`src/tfc_pkg.sv`:
```
// Package of codes, states and timing counts for the tape formatter command sequencer
package tfc_pkg;
    localparam int unsigned CLK_HZ        = 10_000_000;
    localparam int unsigned READY_NS      = 2000;
    localparam int unsigned READY_CYC     = (READY_NS * (CLK_HZ / 1_000_000)) / 1000;
    localparam logic [5:0] FN_NOP         = 6'h01;
    localparam logic [5:0] FN_REW_OFF     = 6'h03;
    localparam logic [5:0] FN_REWIND      = 6'h07;
    localparam logic [5:0] FN_DCLR        = 6'h09;
    localparam logic [5:0] FN_PRESET      = 6'h11;
    localparam logic [5:0] FN_ERASE       = 6'h15;
    localparam logic [5:0] FN_WTM         = 6'h17;
    localparam logic [5:0] FN_SPC_FWD     = 6'h19;
    localparam logic [5:0] FN_SPC_REV     = 6'h1b;
    localparam logic [5:0] FN_WCHK_FWD    = 6'h29;
    localparam logic [5:0] FN_WCHK_REV    = 6'h2f;
    localparam logic [5:0] FN_WRITE       = 6'h31;
    localparam logic [5:0] FN_READ_FWD    = 6'h39;
    localparam logic [5:0] FN_READ_REV    = 6'h3f;

    // Tape control preset fields
    localparam logic [2:0] PRESET_SLAVE   = 3'h0;
    localparam logic       PRESET_ODD     = 1'b1;
    localparam logic [3:0] PRESET_FORMAT  = 4'h0;
    localparam logic [2:0] PRESET_DENSITY = 3'h3;
    localparam int unsigned TCR_SEL_LSB   = 0;
    localparam int unsigned TCR_PAR_BIT   = 3;
    localparam int unsigned TCR_FMT_LSB   = 4;
    localparam int unsigned TCR_DEN_LSB   = 8;
    localparam logic [15:0] TCR_RESET     = 16'h0000;

    // Slave motion requests
    localparam logic [2:0] MOT_NONE       = 3'h0;
    localparam logic [2:0] MOT_SPACE_F    = 3'h1;
    localparam logic [2:0] MOT_SPACE_R    = 3'h2;
    localparam logic [2:0] MOT_READ_F     = 3'h3;
    localparam logic [2:0] MOT_READ_R     = 3'h4;
    localparam logic [2:0] MOT_WRITE      = 3'h5;
    localparam logic [2:0] MOT_ERASE      = 3'h6;
    localparam logic [2:0] MOT_WTM        = 3'h7;

    typedef enum logic [2:0] {
        ST_IDLE   = 3'b000,
        ST_DEFER  = 3'b001,
        ST_SETTLE = 3'b010,
        ST_REWRQ  = 3'b011,
        ST_WAIT   = 3'b100,
        ST_MOTION = 3'b101
    } tfc_state_e;
endpackage

```
`src/tfc_timer_if.sv`:
```
// Interface between the sequencer and its delay timer
`timescale 1ns/100ps
`default_nettype none
interface tfc_timer_if;
    logic start;
    logic done;
    modport seq (output start, input done);
    modport tmr (input start, output done);
endinterface
`default_nettype wire

```
`src/tfc_timer.sv`:
```
// Ready-delay timer: pulses done a fixed count after start
`timescale 1ns/100ps
`default_nettype none
module tfc_timer
(
    input  wire logic clk_i,
    input  wire logic rst_i,
    tfc_timer_if.tmr  tif
);
    logic [7:0] count;
    logic       run;

    always_ff @(posedge clk_i)
    begin
        if (rst_i)
        begin
            count <= 8'h00;
            run   <= 1'b0;
        end
        else if (tif.start)
        begin
            count <= 8'(tfc_pkg::READY_CYC - 2);
            run   <= 1'b1;
        end
        else if (run)
        begin
            count <= count - 8'h01;
            run   <= (count != 8'h00);
        end
    end

    assign tif.done = run && (count == 8'h00);
endmodule
`default_nettype wire

```
`src/tfc_seq.sv`:
```
// Command decoder and sequencer for the tape formatter
// Function
// [RULE1] Undefined function codes are illegal and never executed.
// [RULE2] Only drive clear runs on an off-line transport.
// [RULE3] No-op: go clear, ready; no motion, no attention.
// [RULE4] Rewind off-line: go clear, ready, status change, one attention.
// [RULE5] Rewind: ready, positioning, attention; status change at BOT.
// [RULE6] Drive clear resets formatter and selected transport only.
// [RULE7] Read-in preset loads control defaults, then rewinds slave 0.
// [RULE8] Erase gap, then clear go and set attention.
// [RULE9] Write tape mark, then clear go and set attention.
// [RULE10] Space forward by frame count; stop on mark or end.
// [RULE11] Space reverse by frame count; stop on mark or BOT.
// [RULE12] Write checks act as reads in the same direction.
// [RULE13] Write one record; clear go at end.
// [RULE14] Read one record forward or reverse; clear go at end.
// [RULE15] Rewind starts at once if settled or last motion reversed.
// [RULE16] Rewind after forward motion waits for settle to clear.
// [RULE17] Ready and attention on acceptance: 2 us, later if delayed.
// [RULE18] BOT raises status change and attention, merged if already there.
// [RULE19] Before rewind start: ready, attention, change, slave attn, positioning low.
// [RULE20] Software polls all slaves before clearing status change.
// [RULE21] Software commands a rewinding slave only while ready.
// [RULE22] Command to rewinding slave keeps go, waits for rewind end.
// [RULE23] Drive clear is accepted even with medium off-line.
`timescale 1ns/100ps
`default_nettype none
module tfc_seq
(
    input  wire logic        clk_i,
    input  wire logic        rst_i,
    input  wire logic        cmd_write_i,
    input  wire logic [5:0]  func_code_i,
    input  wire logic        go_i,
    input  wire logic [2:0]  slave_sel_i,
    input  wire logic        tcr_write_i,
    input  wire logic [15:0] tcr_data_i,
    input  wire logic        ssc_clear_i,
    input  wire logic        ata_clear_i,
    input  wire logic [7:0]  medium_online_i,
    input  wire logic [7:0]  rewinding_i,
    input  wire logic [7:0]  at_bot_i,
    input  wire logic        settle_down_i,
    input  wire logic        motion_done_i,
    input  wire logic        tape_mark_i,
    input  wire logic        end_of_tape_i,
    output logic             go_o,
    output logic             drive_ready_flag_o,
    output logic             attention_active_o,
    output logic             slave_status_change_o,
    output logic             positioning_in_progress_o,
    output logic             slave_attention_o,
    output logic             tape_mark_seen_o,
    output logic             illegal_func_o,
    output logic [15:0]      tape_control_reg_o,
    output logic [2:0]       active_slave_o,
    output logic             rewind_start_o,
    output logic             rewind_offline_o,
    output logic [2:0]       motion_o,
    output logic             motion_abort_o,
    output logic             slave_clear_o
);
    tfc_pkg::tfc_state_e state;
    tfc_pkg::tfc_state_e next_state;

    tfc_timer_if tif ();
    tfc_timer u_timer
    (
        .clk_i (clk_i),
        .rst_i (rst_i),
        .tif   (tif)
    );

    logic [5:0] func;
    logic [2:0] sel;
    logic       last_reverse;
    logic       rew_at_bot;
    logic       merge_pending;
    logic [7:0] pip_slaves;
    logic [7:0] rew_q1;
    logic [7:0] rew_q2;
    logic [7:0] bot_q1;
    logic [7:0] bot_q2;
    logic [7:0] mol_q1;
    logic [7:0] mol_q2;
    logic [2:0] sync1;
    logic [2:0] sync2;
    logic [7:0] rew_prev;

    function automatic logic is_legal(input logic [5:0] f);
        case (f)
            tfc_pkg::FN_NOP, tfc_pkg::FN_REW_OFF, tfc_pkg::FN_REWIND,
            tfc_pkg::FN_DCLR, tfc_pkg::FN_PRESET, tfc_pkg::FN_ERASE,
            tfc_pkg::FN_WTM, tfc_pkg::FN_SPC_FWD, tfc_pkg::FN_SPC_REV,
            tfc_pkg::FN_WCHK_FWD, tfc_pkg::FN_WCHK_REV, tfc_pkg::FN_WRITE,
            tfc_pkg::FN_READ_FWD, tfc_pkg::FN_READ_REV: is_legal = 1'b1;
            default: is_legal = 1'b0;
        endcase
    endfunction

    // Maps a function to the slave motion request
    function automatic logic [2:0] motion_of(input logic [5:0] f);
        case (f)
            tfc_pkg::FN_SPC_FWD:  motion_of = tfc_pkg::MOT_SPACE_F;  // see [RULE10]
            tfc_pkg::FN_SPC_REV:  motion_of = tfc_pkg::MOT_SPACE_R;  // see [RULE11]
            tfc_pkg::FN_WCHK_FWD: motion_of = tfc_pkg::MOT_READ_F;   // see [RULE12]
            tfc_pkg::FN_WCHK_REV: motion_of = tfc_pkg::MOT_READ_R;   // see [RULE12]
            tfc_pkg::FN_READ_FWD: motion_of = tfc_pkg::MOT_READ_F;   // see [RULE14]
            tfc_pkg::FN_READ_REV: motion_of = tfc_pkg::MOT_READ_R;   // see [RULE14]
            tfc_pkg::FN_WRITE:    motion_of = tfc_pkg::MOT_WRITE;    // see [RULE13]
            tfc_pkg::FN_ERASE:    motion_of = tfc_pkg::MOT_ERASE;    // see [RULE8]
            tfc_pkg::FN_WTM:      motion_of = tfc_pkg::MOT_WTM;      // see [RULE9]
            default:              motion_of = tfc_pkg::MOT_NONE;
        endcase
    endfunction

    // Slave status pins come from the transports, off this clock
    always_ff @(posedge clk_i)
    begin
        rew_q1 <= rewinding_i;
        rew_q2 <= rew_q1;
        bot_q1 <= at_bot_i;
        bot_q2 <= bot_q1;
        mol_q1 <= medium_online_i;
        mol_q2 <= mol_q1;
        sync1  <= {settle_down_i, tape_mark_i, end_of_tape_i};
        sync2  <= sync1;
    end

    wire settle   = sync2[2];
    wire tmark    = sync2[1];
    wire eot      = sync2[0];
    wire cmd_load = cmd_write_i && go_i && (state == tfc_pkg::ST_IDLE);
    wire legal    = is_legal(func_code_i);                         // see [RULE1]
    wire is_dclr  = func_code_i == tfc_pkg::FN_DCLR;
    wire is_preset = func_code_i == tfc_pkg::FN_PRESET;
    wire [2:0] load_sel = is_preset ? tfc_pkg::PRESET_SLAVE : slave_sel_i;
    wire online   = mol_q2[load_sel] || rew_q2[load_sel];
    // Drive clear bypasses the on-line check
    wire may_run  = legal && (is_dclr || online);                  // see [RULE2] [RULE23]
    wire is_rew   = (func_code_i == tfc_pkg::FN_REWIND) || is_preset
                    || (func_code_i == tfc_pkg::FN_REW_OFF);
    wire rew_now  = !settle || last_reverse;                        // see [RULE15]
    wire sel_rewinding = rew_q2[load_sel];
    wire [5:0] run_func = (state == tfc_pkg::ST_IDLE) ? func_code_i : func;
    wire mot_end  = motion_done_i
                    || (((func == tfc_pkg::FN_SPC_FWD) && (tmark || eot)))
                    || (((func == tfc_pkg::FN_SPC_REV) && (tmark || bot_q2[sel])));
    wire [7:0] bot_reached = pip_slaves & ~rew_q2 & rew_prev;
    wire busy_state = (state != tfc_pkg::ST_IDLE) && (state != tfc_pkg::ST_DEFER);

    always_comb
    begin
        next_state = state;
        case (state)
            tfc_pkg::ST_IDLE:
                if (cmd_load && may_run && !is_dclr && func_code_i != tfc_pkg::FN_NOP)
                begin
                    if (sel_rewinding)
                        next_state = tfc_pkg::ST_DEFER;            // see [RULE22]
                    else if (is_rew)
                        next_state = rew_now ? tfc_pkg::ST_REWRQ : tfc_pkg::ST_SETTLE;
                    else
                        next_state = tfc_pkg::ST_MOTION;
                end
            tfc_pkg::ST_DEFER:
                if (!rew_q2[sel])
                    next_state = (motion_of(func) == tfc_pkg::MOT_NONE)
                                 ? tfc_pkg::ST_REWRQ : tfc_pkg::ST_MOTION;
            tfc_pkg::ST_SETTLE:
                if (!settle)
                    next_state = tfc_pkg::ST_REWRQ;                // see [RULE16]
            tfc_pkg::ST_REWRQ:
                next_state = tfc_pkg::ST_WAIT;
            tfc_pkg::ST_WAIT:
                if (tif.done)
                    next_state = tfc_pkg::ST_IDLE;                 // see [RULE17]
            tfc_pkg::ST_MOTION:
                if (mot_end)
                    next_state = tfc_pkg::ST_IDLE;
            default:
                next_state = tfc_pkg::ST_IDLE;
        endcase
    end

    // Ready delay counts from the rewind request
    assign tif.start = (next_state == tfc_pkg::ST_REWRQ);

    always_ff @(posedge clk_i)
    begin
        if (rst_i)
        begin
            state              <= tfc_pkg::ST_IDLE;
            func               <= 6'h00;
            sel                <= 3'h0;
            go_o               <= 1'b0;
            drive_ready_flag_o <= 1'b1;
            attention_active_o <= 1'b0;
            slave_status_change_o <= 1'b0;
            slave_attention_o  <= 1'b0;
            tape_mark_seen_o   <= 1'b0;
            illegal_func_o     <= 1'b0;
            tape_control_reg_o <= tfc_pkg::TCR_RESET;
            last_reverse       <= 1'b0;
            rew_at_bot         <= 1'b0;
            merge_pending      <= 1'b0;
            pip_slaves         <= 8'h00;
            rew_prev           <= 8'h00;
            rewind_start_o     <= 1'b0;
            rewind_offline_o   <= 1'b0;
            motion_o           <= tfc_pkg::MOT_NONE;
            motion_abort_o     <= 1'b0;
            slave_clear_o      <= 1'b0;
        end
        else
        begin
            state          <= next_state;
            rew_prev       <= rew_q2;
            rewind_start_o <= 1'b0;
            slave_clear_o  <= 1'b0;
            motion_abort_o <= 1'b0;
            if (tcr_write_i && !busy_state)
                tape_control_reg_o <= tcr_data_i;
            if (cmd_load)
            begin
                func           <= func_code_i;
                sel            <= load_sel;
                illegal_func_o <= !legal;                          // see [RULE1]
                if (is_preset)                                     // see [RULE7]
                begin
                    tape_control_reg_o <= tfc_pkg::TCR_RESET
                        | (16'(tfc_pkg::PRESET_SLAVE) << tfc_pkg::TCR_SEL_LSB)
                        | (16'(tfc_pkg::PRESET_ODD) << tfc_pkg::TCR_PAR_BIT)
                        | (16'(tfc_pkg::PRESET_FORMAT) << tfc_pkg::TCR_FMT_LSB)
                        | (16'(tfc_pkg::PRESET_DENSITY) << tfc_pkg::TCR_DEN_LSB);
                end
                if (!may_run || func_code_i == tfc_pkg::FN_NOP)
                    go_o <= 1'b0;                                  // see [RULE3]
                else if (is_dclr)
                begin
                    // Selected slave only; rewinding slaves are left alone
                    go_o               <= 1'b0;                    // see [RULE6]
                    slave_clear_o      <= 1'b1;
                    slave_attention_o  <= 1'b0;
                    tape_mark_seen_o   <= 1'b0;
                    attention_active_o <= 1'b0;
                    illegal_func_o     <= 1'b0;
                    if (pip_slaves == 8'h00)
                        slave_status_change_o <= 1'b0;
                end
                else
                begin
                    go_o               <= 1'b1;
                    drive_ready_flag_o <= 1'b0;
                    if (is_rew)
                    begin
                        attention_active_o    <= 1'b0;             // see [RULE19]
                        slave_status_change_o <= 1'b0;
                        slave_attention_o     <= 1'b0;
                    end
                end
            end
            else if (ssc_clear_i)
                slave_status_change_o <= 1'b0;
            if (ata_clear_i && !cmd_load)
                attention_active_o <= 1'b0;

            if (state != tfc_pkg::ST_MOTION && next_state == tfc_pkg::ST_MOTION)
            begin
                motion_o     <= motion_of(run_func);
                last_reverse <= motion_of(run_func) inside {tfc_pkg::MOT_SPACE_R,
                    tfc_pkg::MOT_READ_R};
            end

            if (next_state == tfc_pkg::ST_REWRQ)
            begin
                rewind_start_o   <= 1'b1;
                rewind_offline_o <= (run_func == tfc_pkg::FN_REW_OFF);
                rew_at_bot       <= bot_q2[(state == tfc_pkg::ST_IDLE) ? load_sel : sel];
            end

            // Slave took the rewind; BOT merges here
            if (state == tfc_pkg::ST_WAIT && tif.done)
            begin
                go_o               <= 1'b0;
                drive_ready_flag_o <= 1'b1;                        // see [RULE17]
                attention_active_o <= 1'b1;
                last_reverse       <= 1'b1;
                if (rewind_offline_o || rew_at_bot)
                    slave_status_change_o <= 1'b1;                 // see [RULE4] [RULE18]
                else
                    pip_slaves[sel] <= 1'b1;                       // see [RULE5]
            end

            if (state == tfc_pkg::ST_MOTION && mot_end)
            begin
                go_o               <= 1'b0;                        // see [RULE13] [RULE14]
                drive_ready_flag_o <= 1'b1;
                motion_o           <= tfc_pkg::MOT_NONE;
                motion_abort_o     <= !motion_done_i;              // see [RULE10] [RULE11]
                if (tmark)
                    tape_mark_seen_o <= 1'b1;
                // Erase, mark and spaces always attend; others only if their slave reached BOT while deferred
                if (func == tfc_pkg::FN_ERASE || func == tfc_pkg::FN_WTM
                    || func == tfc_pkg::FN_SPC_FWD || func == tfc_pkg::FN_SPC_REV
                    || merge_pending)
                    attention_active_o <= 1'b1;                    // see [RULE8] [RULE9]
                merge_pending <= 1'b0;
            end

            // End of a rewind; set beats any software clear in the same cycle
            if (bot_reached != 8'h00)
            begin
                pip_slaves            <= pip_slaves & ~bot_reached;
                slave_status_change_o <= 1'b1;                     // see [RULE5] [RULE18]
                attention_active_o    <= 1'b1;
                if (state == tfc_pkg::ST_DEFER && bot_reached[sel])
                    merge_pending <= 1'b1;                         // see [RULE22]
            end
        end
    end

    assign positioning_in_progress_o = pip_slaves[sel] && (state != tfc_pkg::ST_REWRQ)
                                       && (state != tfc_pkg::ST_WAIT);  // see [RULE19]
    assign active_slave_o = sel;
endmodule
`default_nettype wire

```
`config.mk`:
```
export PLATFORM = sky130hd
export DESIGN_NAME = tfc_seq
export DESIGN_NICKNAME = d
export VERILOG_FILES = /design/src/tfc_pkg.sv /design/src/tfc_timer_if.sv /design/src/tfc_timer.sv /design/src/tfc_seq.sv
export SDC_FILE = /design/constraint.sdc
export NUM_CORES = 1
export LEC_CHECK = 0
export BUFFER_PORTS_ARGS = -buffer_cell sky130_fd_sc_hd__buf_2
export CAP_MARGIN = 5
export CORE_ASPECT_RATIO = 1.1
export CORE_UTILIZATION = 50
export CTS_BUF_LIST = sky130_fd_sc_hd__clkbuf_8
export DETAILED_ROUTE_END_ITERATION = 10
export PLACE_DENSITY = 0.76
export SLEW_MARGIN = 20
export SYNTH_ARGS = -nofsm -noshare
export SYNTH_HDL_FRONTEND = slang
export SYNTH_SLANG_ARGS = --single-unit
```
`constraint.sdc`:
```
create_clock -name clk_i -period 3.2 [get_ports clk_i]
set_clock_uncertainty 0.15 [all_clocks]
set_input_delay 0.64 -clock clk_i [delete_from_list [all_inputs] [get_ports clk_i]]
set_output_delay 0.64 -clock clk_i [all_outputs]
set_load 0.02 [all_outputs]
```
## After elaboration in Yosys (flattened, before gate mapping)

Memories as Yosys holds them, arrays and structs flattened.
Index checks and enable logic that the tools add are counted.

| storage, ports and cells | value |
|---|---|
| bits in registers | 124 |
| latch bits | 0 |
| RAM bits | 0 |
| ROM bits | 64 |
| output and inout port bits | 34 |
| word-level logic and storage cells | 233 |
| memories | 1 |

| operators by class | value |
|---|---|
| add/sub/neg operators | 1 |
| multiply operators | 0 |
| divide/modulo/power cells | 0 |
| magnitude comparators | 4 |
| equality and inequality tests | 39 |
| shift-type cells | 0 |
| multiplexer cells | 81 |
| bitwise operators | 10 |
| reductions and logical operators | 65 |

Memory list:

| name | words | width | read ports | clocked after memory_dff | write ports | line | text |
|---|---|---|---|---|---|---|---|
| (name not given) | 64 | 1 | 1 | 0 | 0 | tfc_seq.sv:91 | `case (f)` |

Operators with widths:

| kind | count |
|---|---|
| $eq A6 B6 Y1 const B | 10 |
| $eq A6 B5 Y1 const B | 9 |
| $mux W16 | 3 |
| $mux W1 | 47 |
| $mux W3 | 14 |
| $pmux W3 S7 | 2 |
| $and A8 B8 Y8 | 3 |
| $mux W8 | 3 |
| $bmux W1 S3 | 7 |
| $logic_and A1 B1 Y1 | 19 |
| $pmux W3 S6 | 1 |
| $logic_not A8 Y1 | 2 |
| $not A8 Y8 | 2 |
| $reduce_bool A8 Y1 | 2 |
| $logic_or A1 B1 Y1 | 15 |
| $reduce_or A2 Y1 | 7 |
| $eq A3 B2 Y1 const B | 4 |
| $eq A3 B3 Y1 const B | 4 |
| $eq A6 B2 Y1 const B | 2 |
| $lt A3 B4 Y1 const B | 3 |
| $mux W5 | 2 |
| $reduce_bool A2 Y1 | 5 |
| $or A8 B8 Y8 | 1 |
| $sub A8 B1 Y8 const B | 1 |
| 19 further kinds | 32 |

## Logic depth before layout (Yosys ltp)

Gate-level depths: netlist of the first run.

| logic depth | value |
|---|---|
| word-level depth | 20 |
| depth in mapped cells | 9 |
| mapped depth without buffers | 8 |

## Modules after synthesis

A second synthesis of the first run with hierarchy kept.

| second synthesis, totals | value |
|---|---|
| cells, all modules | 536 |
| area, all modules | 5009.8 µm² |

By module, submodules not included:

| module | instances | cells each | area an instance (µm²) |
|---|---|---|---|
| tfc_seq | 1 | 489 | 4579.4 |
| tfc_timer | 1 | 47 | 430.4 |

## Worst setup path before layout of the first run

Ideal clock, no wire load.

| timing path | value |
|---|---|
| kind | input port to flip-flop |
| start | input port func_code_i[5] |
| end | register last_reverse |
| setup time | 74 ps |
| data arrival time | 2954 ps |
| data required time | 2976 ps |
| setup slack | 21 ps |
| stages | 9 |
| path buffers | 2 |
| path through | clkbuf_1 -> or4b_1 -> or2_0 -> clkbuf_1 -> mux2i_1 -> nor3_2 -> a31oi_2 -> or4_1 -> a31oi_1 |

| on the way | value |
|---|---|
| word-level cells in the longest chain between the ends | 15 |
| elaborated cells between the ends (all ways) | 47 |

Ends and longest elaborated chain:

| element | line | text |
|---|---|---|
| from (decl) | tfc_seq.sv:33 | `input wire logic [5:0] func_code_i,` |
| $eq A6 B5 Y1 | tfc_seq.sv:136 | `wire is_preset = func_code_i == tfc_pkg::FN_PRESET;` |
| $mux W3 | tfc_seq.sv:137 | `wire [2:0] load_sel = is_preset ? tfc_pkg::PRESET_SLAVE : slave_sel_i;` |
| $bmux W1 S3 (on tied branches) | tfc_seq.sv:138, tfc_seq.sv:144 |  |
| $mux W1 (on tied branches) | tfc_seq.sv:138, tfc_seq.sv:144 |  |
| $logic_or A1 B1 Y1 | tfc_seq.sv:138 | `wire online = mol_q2[load_sel] \|\| rew_q2[load_sel];` |
| $logic_or A1 B1 Y1 | tfc_seq.sv:140 | `wire may_run = legal && (is_dclr \|\| online);` |
| $logic_and A1 B1 Y1 | tfc_seq.sv:140 |  |
| $logic_and A1 B1 Y1 (3 in a row) | tfc_seq.sv:157 | `if (cmd_load && may_run && !is_dclr && func_code_i != tfc_pkg::FN_NOP)` |
| $mux W3 | tfc_seq.sv:157 |  |
| $pmux W3 S6 | tfc_seq.sv:155 | `case (state)` |
| $eq A3 B3 Y1 | tfc_seq.sv:268 | `if (state != tfc_pkg::ST_MOTION && next_state == tfc_pkg::ST_MOTION)` |
| $logic_and A1 B1 Y1 | tfc_seq.sv:268 |  |
| $reduce_bool A2 Y1 (no line) | n/a |  |
| to (signal assigned) | tfc_seq.sv:271 | `last_reverse <= motion_of(run_func) inside {tfc_pkg::MOT_SPACE_R,` |
| to (decl) | tfc_seq.sv:76 | `logic last_reverse;` |

Parallel ways exist; a longest one is shown, timed or not. The select of a mux whose other input is x is not followed.
A chain may end at the register's enable or synchronous reset.

## Final worst setup path of the first run

| timing path | value |
|---|---|
| start | register sel[0], in the netlist active_slave_o[0] |
| end | output port positioning_in_progress_o |

| on the way | value |
|---|---|
| word-level cells in the longest chain between the ends | 4 |

Ends and longest elaborated chain:

| element | line | text |
|---|---|---|
| from (decl) | tfc_seq.sv:75 | `logic [2:0] sel;` |
| from (signal assigned) | tfc_seq.sv:227 | `sel <= load_sel;` |
| $bmux W1 S3 | tfc_seq.sv:323 | `assign positioning_in_progress_o = pip_slaves[sel] && (state != tfc_pkg::ST_REWRQ)` |
| $mux W1 (not written as such) | tfc_seq.sv:323 |  |
| $logic_and A1 B1 Y1 | tfc_seq.sv:323 |  |
| $logic_and A1 B1 Y1 | tfc_seq.sv:324 | `&& (state != tfc_pkg::ST_WAIT);` |
| to (decl) | tfc_seq.sv:51 | `output logic positioning_in_progress_o,` |

Every way passes these cells. The select of a mux whose other input is x is not followed.

==> results by group, run 1 <==
Worst setup path
  • Kind of critical path: flop to output pin
  • Crit path max fanout: 14
  • Worst Setup End Kind: output pin
  • Worst EP required: ~2.4 ns
  • Setup crit start kind: flop
  • Worst EP arrival: approximately 2.3 ns

Clock tree
  • Sinks on Clock Net: 123
  • Max clock buf depth: 2
  • Num CTS Buffers: 17
  • CTS Hold Bufs: 0
  • Worst skew pair latency: 0.43 ns
  • Post-cts resize count: 0
  • Clock Tree Root: clkbuf_8
  • H-tree Lvls: 4
  • CTS tree: yes
  • Post-CTS Setup Repair Bufs: 0
  • Clk slew on worst S/H paths: 0.07 ns

Synthesis
  • Library cells used by synthesis: 65
  • Mapped cell area: around 0.0049 mm²
  • Synth top area cells: dfxtp_1 (50%), nand2_1 (5.9%), a21oi_1 (3.4%)
  • Yosys synthesis warning count: 0
  • Synth Instances: 531
  • Seq/Total Area, Yosys: ~50%
  • Mapped Nets: between 500 and 600
  • Post-synthesis register bit count: between 100 and 150
  • Async set or reset register ratio after synthesis: 0%
  • Syn Area/Cell: between 9 and 10 µm²
  • Biggest area consumer among synthesized cells: dfxtp_1
  • Yosys top cell area share: 50.0%
  • Post-synth top flop: dfxtp_1
  • EDFF count, synth: 0

STA
  • Fmax achieved: 327 MHz
  • Endpoints failing setup: 0
  • RSZ-0062 raised after global routing: false
  • Slew Limit Fails: 0
  • Final setup TNS: 0 ns
  • Setup WS post-layout: 0.140 ns
  • Slew HR: ~46%
  • Worst slew pin tran: around 0.81 ns
  • Final Hold Viols: 0
  • Tmin final: 3.06 ns
  • Period utilisation layout: between 90 and 100%

Place
  • Inst Count DP: 730
  • Post-placement setup slack: -0.0917 ns
  • IO buf count: 92
  • Dpl hpwl: between 8000 and 9000 µm
  • Placer Congestion: a little under 1

Floorplanning
  • Die width: around 97 µm
  • Boundary pin count: 94
  • Die Ht: about 110 µm
  • # rows: 37
  • Core area: roughly 0.0094 mm²
  • Die area: between 0.01 and 0.015 mm²
  • Starting Density: ~52%

Route
  • Vias per cell: between 5 and 6
  • Via count: approximately 4300
  • DRC errors left: 0
  • Final wirelength: between 10000 and 15000 µm
  • Wire length per cell: about 16 µm
  • DRT Pass-1 Iters: 5
  • Antenna viol nets, final: 0
  • DRT iter0 DRCs: 271

Final layout
  • Nets: about 690
  • Final core utilization: ~63%
  • Antenna cells: 0
  • Area growth, synth to finish: 21.2%
  • Share of cells above drive strength 1: between 20% and 30%
  • Non-Filler Instances: 762

GRT
  • Vias in the first global route: about 4200
  • First-pass GRT wire length: 19600 µm
  • Total grt overflow: 0
  • Largest net degree at the start of global routing: 42
  • GRT Overall Usage: between 20% and 30%
  • Initial antenna violation count: 0

Power
  • Leak Pwr: 2.49 nW
  • Pwr/cell area: between 500 and 600 mW/mm²
  • Max VDD drop: ~0.00042 V

Status
  • Run status: finished, final reports clean

Worst hold path
  • Hold WC Path Type: primary input to flop

Run
  • Max_cap viols: 0
[registers in the layout (all words and copies together) (netlist names), 3 cells and up]
register and count:
rew_q1 8, state 3, mol_q1 8, active_slave_o 3
rew_prev 8, func 6, motion_o 3, sync1 3
sync2 3, bot_q2 8, bot_q1 8, rew_q2 8
mol_q2 8, pip_slaves 8, u_timer.count 8, tape_control_reg_o 16
[final timing paths]
path	slack, ns	cells past startpoint	end	start
setup / recovery	0.14	4	positioning_in_progress_o	active_slave_o[0]
hold / removal	0.15	1	rew_q1[5]	rewinding_i[5]
setup reg to reg	0.30	7	u_timer.count[3]	active_slave_o[0]
hold reg to reg	0.18	0	bot_q2[6]	bot_q1[6]
[cell type report]
| type | instances | area, µm² |
|---|---|---|
| well taps | 117 | 146 |
| multi-input cells | 362 | 2300 |
| clock inverters | 15 | 163 |
| inverters | 17 | 63.8 |
| flip-flops and latches | 123 | 2460 |
| fillers | 792 | 3470 |
| repair buffers | 111 | 603 |
| clock buffers | 17 | 234 |
[synth_stat cells, drive strengths merged, types with 8 or more instances]
cell type and n:
a31oi 14, clkbuf 25, dfxtp 123, o21ai 17
a21oi 33, mux2i 15, nor3 9, inv 16
nor3b 10, nor2b 14, nand2 77, nand3 8
nor2 40, nand2b 9, nand3b 10
[cell families (layout without fill, tap and decap cells)]
group                      after synthesis  after routing  share of synthesized area [%]
AOI/OAI and AO/OA                      105            105                           14.2
adders and majority gates                2              2                          0.457
and+or+nand+nor                        217            217                           22.6
DFF                                    123            123                           50.0
muxes                                   28             28                           7.39
buffers and inverters                   46            160                           3.63
other                                    1              1                         0.0761
xor gates and xnor gates                 9              9                           1.60
[metrics by stage]
stage	hold WS (ns)	instance area [µm²]	power, mW
floorplan	0.160	4930	2.00
global placement	0.160	5560	2.15
detailed placement	0.162	5560	2.17
CTS	0.131	5960	3.52
global route	0.120	5970	3.65
finish	0.154	5970	3.50
[routing by layer]
layer  part of all wire [%]  wire length (µm)  vias up  track usage (%)
li1                       -                 -     2080                -
met1                     40              4840     2016             27.1
met2                     51              6210      188             41.9
met3                    6.7               812       29             6.71
met4                    2.5               304        0             12.6
met5                      0                 0        -                0
[worst max-delay path, cell delays in order, from the launching register on]
cell     delay (ns)
dfxtp_1        0.72
mux4_2         0.57
mux2i_1        0.26
nor3_1         0.09
buf_2          0.19
[placed cells by master (no fill, tap or decap), types with 3 or more instances in the layout]
cell,n
a41oi_1,3
nor3_1,8
mux4_2,6
nor2_1,40
nand3b_1,10
a21oi_1,33
buf_2,92
nand4b_1,4
inv_1,16
or3_1,7
clkbuf_8,17
a22oi_1,5
o21ai_0,15
o211ai_1,4
a221o_1,3
mux2i_1,15
mux2_2,7
xnor2_1,7
a32oi_1,3
inv_6,6
nand3_1,8
clkinvlp_4,3
dfxtp_1,123
and3b_1,5
buf_4,19
nor4_1,5
nand2b_1,9
nand4_1,3
nand2_1,77
o21a_1,3
a31oi_1,13
and2_1,3
nor3b_1,10
nor2b_1,14
and3_1,3
[report_power, final]
group,internal [mW],leakage (nW),switching [mW],total [mW]
logic,0.202,1.27,0.286,0.488
registers,1.61,1.02,0.0516,1.66
clock network,0.704,0.194,0.654,1.36
total,2.51,2.49,0.991,3.50
Note: power is estimated with default switching activity, not from simulation.
==> run 2: changes to the inputs <==
--- a/config.mk
+++ b/config.mk
@@ -5,9 +5,11 @@
 export SDC_FILE = /design/constraint.sdc
 export NUM_CORES = 1
 export LEC_CHECK = 0
+export ABC_AREA = 1
 export BUFFER_PORTS_ARGS = -buffer_cell sky130_fd_sc_hd__buf_2
 export CAP_MARGIN = 5
 export CORE_ASPECT_RATIO = 1.1
+export CORE_MARGIN = 2
 export CORE_UTILIZATION = 50
 export CTS_BUF_LIST = sky130_fd_sc_hd__clkbuf_8
 export DETAILED_ROUTE_END_ITERATION = 10
==> run 2 against run 1 <==
Effect of this change:
- power grew 6.1%
- sequential cell count is the same
- non-clock buffer count shrank 15
- design area grew 1.5%
- synthesized area grew 1.7%
- critical endpoint unchanged
- highest routed layer unchanged
- count of clock-buffer cells in the layout grew 2
- sequential power is essentially flat
- combinational power shrank 4.7%
==> results by group, run 2 <==
Status
  • Run status: finished, final reports clean

STA
  • Slew Limit Fails: 0 (unchanged)
  • Final Hold Viols: 0 (unchanged)
  • Fmax achieved: 337 MHz (+3.1%)
  • RSZ-0062 raised after global routing: false
  • Endpoints failing setup: 0 (unchanged)
  • Worst slew pin tran: 0.583 ns (-0.228 ns)
  • Setup WS post-layout: 0.231 ns (+0.0910 ns)
  • Tmin final: 2.97 ns (-0.0910 ns)
  • Final setup TNS: 0 ns (unchanged)
  • Hold slack: 0.158 ns (+0.00341 ns)
  • Period utilisation layout: 92.8% (-2.8 points)
  • Slew HR: 60.8% (+15 points)

Synthesis
  • Yosys top cell area share: 49.2% (-0.81 points)
  • Adder-cell share of the synthesized area: 0.250% (-0.21 points)
  • Async set or reset register ratio after synthesis: 0% (unchanged)
  • Biggest area consumer among synthesized cells: dfxtp_1
  • Synth Instances: 631 (+19%)
  • Syn Area/Cell: 7.94 µm² (-14%)
  • Post-Synth Simple-Gate Area: 28.0% (+5.4 points)
  • Post-synthesis register bit count: 123 (unchanged)
  • Seq/Total Area, Yosys: 49.2% (-0.81 points)
  • Mux contribution to synthesized area: 0.600% (-6.8 points)
  • EDFF count, synth: 0 (unchanged)
  • Synth top area cells: dfxtp_1 (49%), nand2_1 (8.2%), inv_1 (6.0%)
  • Most frequent cells after synthesis: dfxtp_1 (123), nand2_1 (109), inv_1 (80)
  • Library cells used by synthesis: 48 (-26%)
  • Synth Area in XOR/XNOR: 0.525% (-1.1 points)
  • Most common cell in the netlist: dfxtp_1
  • Area fraction in compound gates after synthesis: 13.6% (-0.61 points)
  • Largest family of logic cells by synthesized area: simple AND/OR/NAND/NOR gates
  • Mapped Nets: 692 (+17%)
  • Yosys synthesis warning count: 0 (unchanged)
  • Post-synth top flop: dfxtp_1
  • Mapped cell area: 0.00501 mm² (+1.7%)

Final layout
  • Most frequent cells in the layout: dfxtp_1 (123), nand2_1 (109), buf_2 (92), inv_1 (80), nor2_1 (58)
  • Max reg flops: 16 (unchanged)
  • Biggest register: tape_control_reg_o
  • Total of fill cells in the finished design: 872 (+10%)
  • Non-Filler Instances: 864 (+13%)
  • Post-route cell area: 0.00606 mm² (+1.5%)
  • Antenna cells: 0 (unchanged)
  • Share of cells above drive strength 1: 24.2% (-1.4 points)
  • Most common cell after layout, fill and taps aside: dfxtp_1
  • Area growth, synth to finish: 21.0%
  • Nets: 792 (+14%)

GRT
  • GR Util met1: 27.1% (about the same)
  • Largest net degree at the start of global routing: 32 (-24%)
  • First-pass GRT wire length: 19500 µm (-0.25%)
  • Met2 Track Usage GR: 39.7% (-2.2 points)
  • Vias in the first global route: 4249 (+1.6%)
  • GRT met3 Usage: 6.28% (-0.42 points)
  • GRT Overall Usage: 23.3% (-0.88 points)
  • Top Usage Layer GRT: met2
  • Total grt overflow: 0 (unchanged)
  • Initial antenna violation count: 0 (unchanged)

Power
  • Pwr/cell area: 614 mW/mm² (+4.5%)
  • Leak Pwr: 2.86 nW (+15%)
  • Max VDD drop: 0.000406 V (-4.4%)

Worst hold path
  • Hold path startpoint: at_bot_i[2]
  • Hold Path Cell Cnt: 1 (unchanged)
  • Hold WC Path Type: primary input to flop
  • Hold Path End: bot_q1[2]

Clock tree
  • Post-CTS Setup Repair Bufs: 0 (unchanged)
  • Num CTS Buffers: 17 (unchanged)
  • Clk slew on worst S/H paths: 0.07 ns (about the same)
  • CTS tree: yes
  • Post-cts resize count: 0 (unchanged)
  • Clock Tree Root: clkbuf_8
  • Max clock buf depth: 2 (unchanged)
  • H-tree Lvls: 4 (unchanged)
  • Worst skew pair latency: 0.43 ns (about the same)
  • Sinks on Clock Net: 123 (unchanged)
  • CTS Hold Bufs: 0 (unchanged)

Route
  • Antenna viol nets, final: 0 (unchanged)
  • Via count: 4581 (+6.2%)
  • DRT iter0 DRCs: 271 (unchanged)
  • DRT Pass-1 Iters: 5 (unchanged)
  • Vias per cell: 5.30 (-6.3%)
  • DRC errors left: 0 (unchanged)
  • Wire length per cell: 14.2 µm (-11%)
  • Final wirelength: 12200 µm (+0.57%)

Place
  • IO buf count: 92 (unchanged)
  • Post-placement setup slack: 0.528 ns (+0.620 ns)
  • DP Area: 0.00558 mm² (+0.38%)
  • Placer Congestion: 1.00 (+4.6%)
  • Inst Count DP: 832 (+14%)
  • Dpl hpwl: 9220 µm (+2.8%)

Worst setup path
  • Slowest-stage cell, CP: dfxtp_1
  • Worst Setup SP: active_slave_o[1]
  • Cell family with most CP delay: compound AO/OA/AOI/OAI gates
  • Worst Setup End Kind: output pin
  • Reg2reg setup slack: 0.50 ns (+0.20 ns)
  • Crit-path max cell delay: 0.45 ns (-0.27 ns)
  • Crit path max fanout: 7 (-7)
  • Kind of critical path: flop to output pin
  • Setup crit start kind: flop
  • Worst EP arrival: 2.18 ns (-0.09 ns)
  • End of the worst register-to-register path: motion_o[0]
  • Worst R2R Start: state[2]
  • Worst EP required: 2.41 ns (about the same)
  • Bufs and invs on worst path: 2 (+1)
  • Worst path cell trace: inv_1 > nor2_1 > nand2_1 > o21ai_0 > a221oi_1 > a211oi_1 > buf_2
  • Path depth of the worst reg2reg path: 12 (+5)

Floorplanning
  • # rows: 38 (+2.7%)
  • Die width: 99.4 µm (+2.9%)
  • Core area: 0.00979 mm² (+3.7%)
  • Die area: 0.0108 mm² (+5.6%)
  • Starting Density: 51.1% (-1.0 points)
  • Boundary pin count: 94 (unchanged)
  • Die Ht: 109 µm (+2.7%)

Run
  • Max_cap viols: 0 (unchanged)
==> run 2: changes by cell type after synthesis, moves of 9 or more <==
cell      change
nor3b_1       -9
nand2_2      +11
nand2b_1      -9
inv_1        +64
a31oi_1      -10
nand3_1      +45
nor2b_1      -14
a21oi_1       +9
o21ai_0      +23
mux2i_1      -12
nand2_1      +32
nor2_1       +18
clkbuf_1     -16
==> run 2: kinds of logic (layout without fill, tap and decap cells) <==
kind of cell | after synthesis | count (layout)
XOR/XNOR | 3 | 3
adder cells (fa/ha/maj) | 1 | 1
buffers and inverters | 100 | 213
flip-flops | 123 | 123
AO/OA/AOI/OAI | 116 | 116
multiplexers | 3 | 3
other | 1 | 1
AND/OR/NAND/NOR | 284 | 284
==> run 2: how the worst max path moves through the flow <==
stage,to,cells past startpoint
2_1_floorplan,positioning_in_progress_o,5
3_5_place_dp,u_timer.count[5],18
4_1_cts,positioning_in_progress_o,7
3_3_place_gp,u_timer.count[5],18
6_report,positioning_in_progress_o,7
5_1_grt,positioning_in_progress_o,7
==> run 2: per-stage QoR <==
step | total power, mW | util, %
finish | 3.72 | 61.8
global route | 3.87 | 61.8
CTS | 3.74 | 61.8
detailed placement | 2.14 | 57.0
global placement | 2.13 | 57.0
floorplan | 1.99 | -
==> run 2: power breakdown <==
| group | switching [mW] | internal, mW | total [mW] |
|---|---|---|---|
| Clock | 0.630 | 0.975 | 1.60 |
| Combinational | 0.310 | 0.154 | 0.465 |
| Sequential | 0.0400 | 1.61 | 1.65 |
| Total | 0.980 | 2.74 | 3.72 |
==> run 2: metal layers <==
layer | vias up | routed length, µm | part of all wire [%]
met2 | 182 | 5910 | 48
li1 | 2272 | - | -
met3 | 40 | 840 | 6.9
met4 | 0 | 408 | 3.3
met1 | 2087 | 5080 | 42
met5 | - | 0 | 0
==> run 2: layout make-up <==
cell class / instances / area (µm²) / share of cell area [%]
clock buffer: 19 / 262 / 4.32
clock inverter: 13 / 214 / 3.53
inverter: 85 / 320 / 5.29
multi-input combinational: 408 / 2160 / 35.6
sequential: 123 / 2460 / 40.7
tap: 120 / 150 / 2.48
timing repair buffer: 96 / 490 / 8.10
==> run 2: worst reg2reg max path, delay by kind of cell, from the launching register on <==
kind | cells | cell delay (ns)
simple gates | 8 | 1.29
buf+inv | 3 | 0.61
flops | 1 | 0.37
compound gates | 1 | 0.18
==> run 3: changes to the inputs <==
--- a/config.mk
+++ b/config.mk
@@ -14,6 +14,7 @@
 export CTS_BUF_LIST = sky130_fd_sc_hd__clkbuf_8
 export DETAILED_ROUTE_END_ITERATION = 10
 export PLACE_DENSITY = 0.76
+export SETUP_SLACK_MARGIN = 0.4
 export SLEW_MARGIN = 20
 export SYNTH_ARGS = -nofsm -noshare
 export SYNTH_HDL_FRONTEND = slang
==> run 3 against run 2 <==
Effect of this change:
- worst setup slack better by 0.31 ns
- non-clock buffer count is 3 higher
- sequential power about the same
- register-to-register slack better by 0.17 ns
- global-route usage about the same
- count of clock-buffer cells in the layout did not move
- power up 0.38%
- utilization grew 0.63 points
- sequential cell count unchanged
- fmax increased by 12%
- largest cell class unchanged
==> results by group, run 3 (synthesized netlist as in run 2, its figures left out) <==
Route
  • DRT iter0 DRCs: 304 (+12%)
  • DRT Pass-1 Iters: 5 (unchanged)
  • Antenna viol nets, final: 0 (unchanged)
  • Final wirelength: 12400 µm (+0.96%)
  • Wire length per cell: 14.3 µm (+0.61%)
  • Vias per cell: 5.26 (-0.72%)
  • Via count: 4564 (-0.37%)
  • DRC errors left: 0 (unchanged)

Clock tree
  • H-tree Lvls: 4 (unchanged)
  • CTS tree: yes
  • CTS Hold Bufs: 0 (unchanged)
  • Clk slew on worst S/H paths: 0.07 ns (about the same)
  • Worst skew pair latency: 0.44 ns (about the same)
  • Sinks on Clock Net: 123 (unchanged)
  • Num CTS Buffers: 17 (unchanged)
  • Max clock buf depth: 2 (unchanged)
  • Clock Tree Root: clkbuf_8

Floorplanning
  • Die area: 0.0108 mm² (unchanged)
  • Core area: 0.00979 mm² (unchanged)
  • Die Ht: 109 µm (unchanged)
  • # rows: 38 (unchanged)
  • Die width: 99.4 µm (unchanged)
  • Boundary pin count: 94 (unchanged)
  • Starting Density: 51.1% (unchanged)

Run
  • Max_cap viols: 0 (unchanged)

Final layout
  • Most common cell after layout, fill and taps aside: dfxtp_1
  • Max reg flops: 16 (unchanged)
  • Most frequent cells in the layout: dfxtp_1 (121), nand2_1 (109), buf_2 (92), inv_1 (79), nor2_1 (56)
  • Antenna cells: 0 (unchanged)
  • Share of cells above drive strength 1: 25.3% (+1.1 points)
  • Nets: 795 (+0.38%)
  • Biggest register: tape_control_reg_o
  • Area growth, synth to finish: 22.2%

STA
  • Tmin final: 2.65 ns (-0.314 ns)
  • Period utilisation layout: 83.0% (-9.8 points)
  • Hold slack: 0.153 ns (-0.00488 ns)
  • Slew HR: 60.9% (+0.077 points)
  • Fmax achieved: 377 MHz (+12%)
  • RSZ-0062 raised after global routing: false
  • Slew Limit Fails: 0 (unchanged)
  • Final setup TNS: 0 ns (unchanged)
  • Final Hold Viols: 0 (unchanged)
  • Worst slew pin tran: 0.586 ns (+0.00258 ns)
  • Endpoints failing setup: 0 (unchanged)

Worst setup path
  • Cell mode on critical path: inv_1
  • Bufs and invs on worst path: 4 (+2)
  • Slowest-stage cell, CP: dfxtp_1
  • Worst EP required: 2.41 ns (about the same)
  • Crit path max fanout: 9 (+2)
  • Worst path cell trace: inv_1 > buf_4 > nand2_1 > inv_1 > a32o_1 > nor2_1 > a211oi_2 > buf_2
  • Crit-path max cell delay: 0.32 ns (-0.13 ns)
  • Setup crit start kind: flop
  • Worst EP arrival: 1.86 ns (-0.32 ns)
  • Kind of critical path: flop to output pin
  • Cell family with most CP delay: buffers and inverters
  • Worst Setup End Kind: output pin

Power
  • Pwr/cell area: 610 mW/mm² (-0.63%)
  • Leak Pwr: 2.88 nW (+0.99%)
  • Clock share of power: 43.1% (about the same)
  • Net Switching: 0.991 mW (+1.0%)
  • Max VDD drop: 0.000406 V (about the same)
  • Combinational share of power: 12.7% (+0.2 points)
  • Sequential power share: 44.2% (about the same)
  • Switching portion of total power: 26.6% (+0.17 points)
  • P_int: 2.74 mW (+0.15%)

GRT
  • First-pass GRT wire length: 19500 µm (about the same)
  • Total grt overflow: 0 (unchanged)
  • Largest net degree at the start of global routing: 32 (unchanged)
  • Initial antenna violation count: 0 (unchanged)
  • GRT Overall Usage: 23.3% (about the same)
  • Vias in the first global route: 4251 (+0.047%)

Place
  • Placer Congestion: 1.00 (unchanged)
  • Dpl hpwl: 9220 µm (unchanged)
  • IO buf count: 92 (unchanged)

Worst hold path
  • Hold WC Path Type: primary input to flop

Status
  • Run status: finished, final reports clean
==> run 3: path summary, 6_finish.rpt <==
| path | from | to | slack, ns | depth (start not counted) |
|---|---|---|---|---|
| hold reg to reg | rew_q1[7] | rew_q2[7] | 0.18 | 0 |
| setup / recovery | active_slave_o[0] | positioning_in_progress_o | 0.55 | 8 |
| setup reg to reg | u_timer.count[3] | pip_slaves[2] | 0.67 | 14 |
| hold / removal | at_bot_i[2] | bot_q1[2] | 0.15 | 1 |
==> run 3: area by class of cell <==
type / count / area (µm²)
repair buffers: 99 / 513
well taps: 120 / 150
flip-flops and latches: 123 / 2470
clock inverters: 13 / 214
fillers: 863 / 3680
inverters: 85 / 320
multi-input cells: 408 / 2190
clock buffers: 19 / 262
==> run 3: worst reg2reg max path, stage by stage (launching register included) <==
cell and delay, ns:
dfxtp_1 0.34, nor2_1 0.11, inv_1 0.07, nor2_2 0.10
inv_1 0.07, nor3_2 0.10, nand2_1 0.09, nor2_1 0.20
inv_1 0.06, nor2_1 0.29, inv_2 0.13, nor4_4 0.28
buf_4 0.21, nand3_1 0.11, a21oi_1 0.14
==> run 3: repair_timing <==
action,in CTS,in global routing
pin swaps,0,4
setup endpoints to repair,1,20
cloned,0,0
gates resized for setup,6,7
setup buffers,0,3
==> run 3: routing by layer <==
metal  global-route usage, %  part of all wire [%]  up-vias
li1                        -                     -     2274
met2                    39.7                    49      193
met4                    11.6                   3.0        0
met5                       0                     0        -
met1                    27.2                    41     2065
met3                    6.28                   7.2       32
==> run 3: stage by stage <==
stage	instances	setup WS [ns]	area (µm²)	power, mW	utilization (%)
after CTS	864	0.415	6080	3.74	62.0
after detailed placement	832	0.528	5580	2.14	57.0
after global placement	832	0.579	5580	2.13	57.0
after global routing	867	0.426	6120	3.88	62.5
final	867	0.546	6120	3.73	62.5
after floorplan	631	0.764	5010	1.99	-
==> run 3: power by group through the flow <==
stage          sequential, mW  combinational, mW  clock, mW
2_1_floorplan            1.70              0.296          0
3_5_place_dp             1.68              0.458          0
6_report                 1.65              0.474       1.61
3_3_place_gp             1.68              0.447          0
4_1_cts                  1.65              0.463       1.63
5_1_grt                  1.65              0.524       1.70
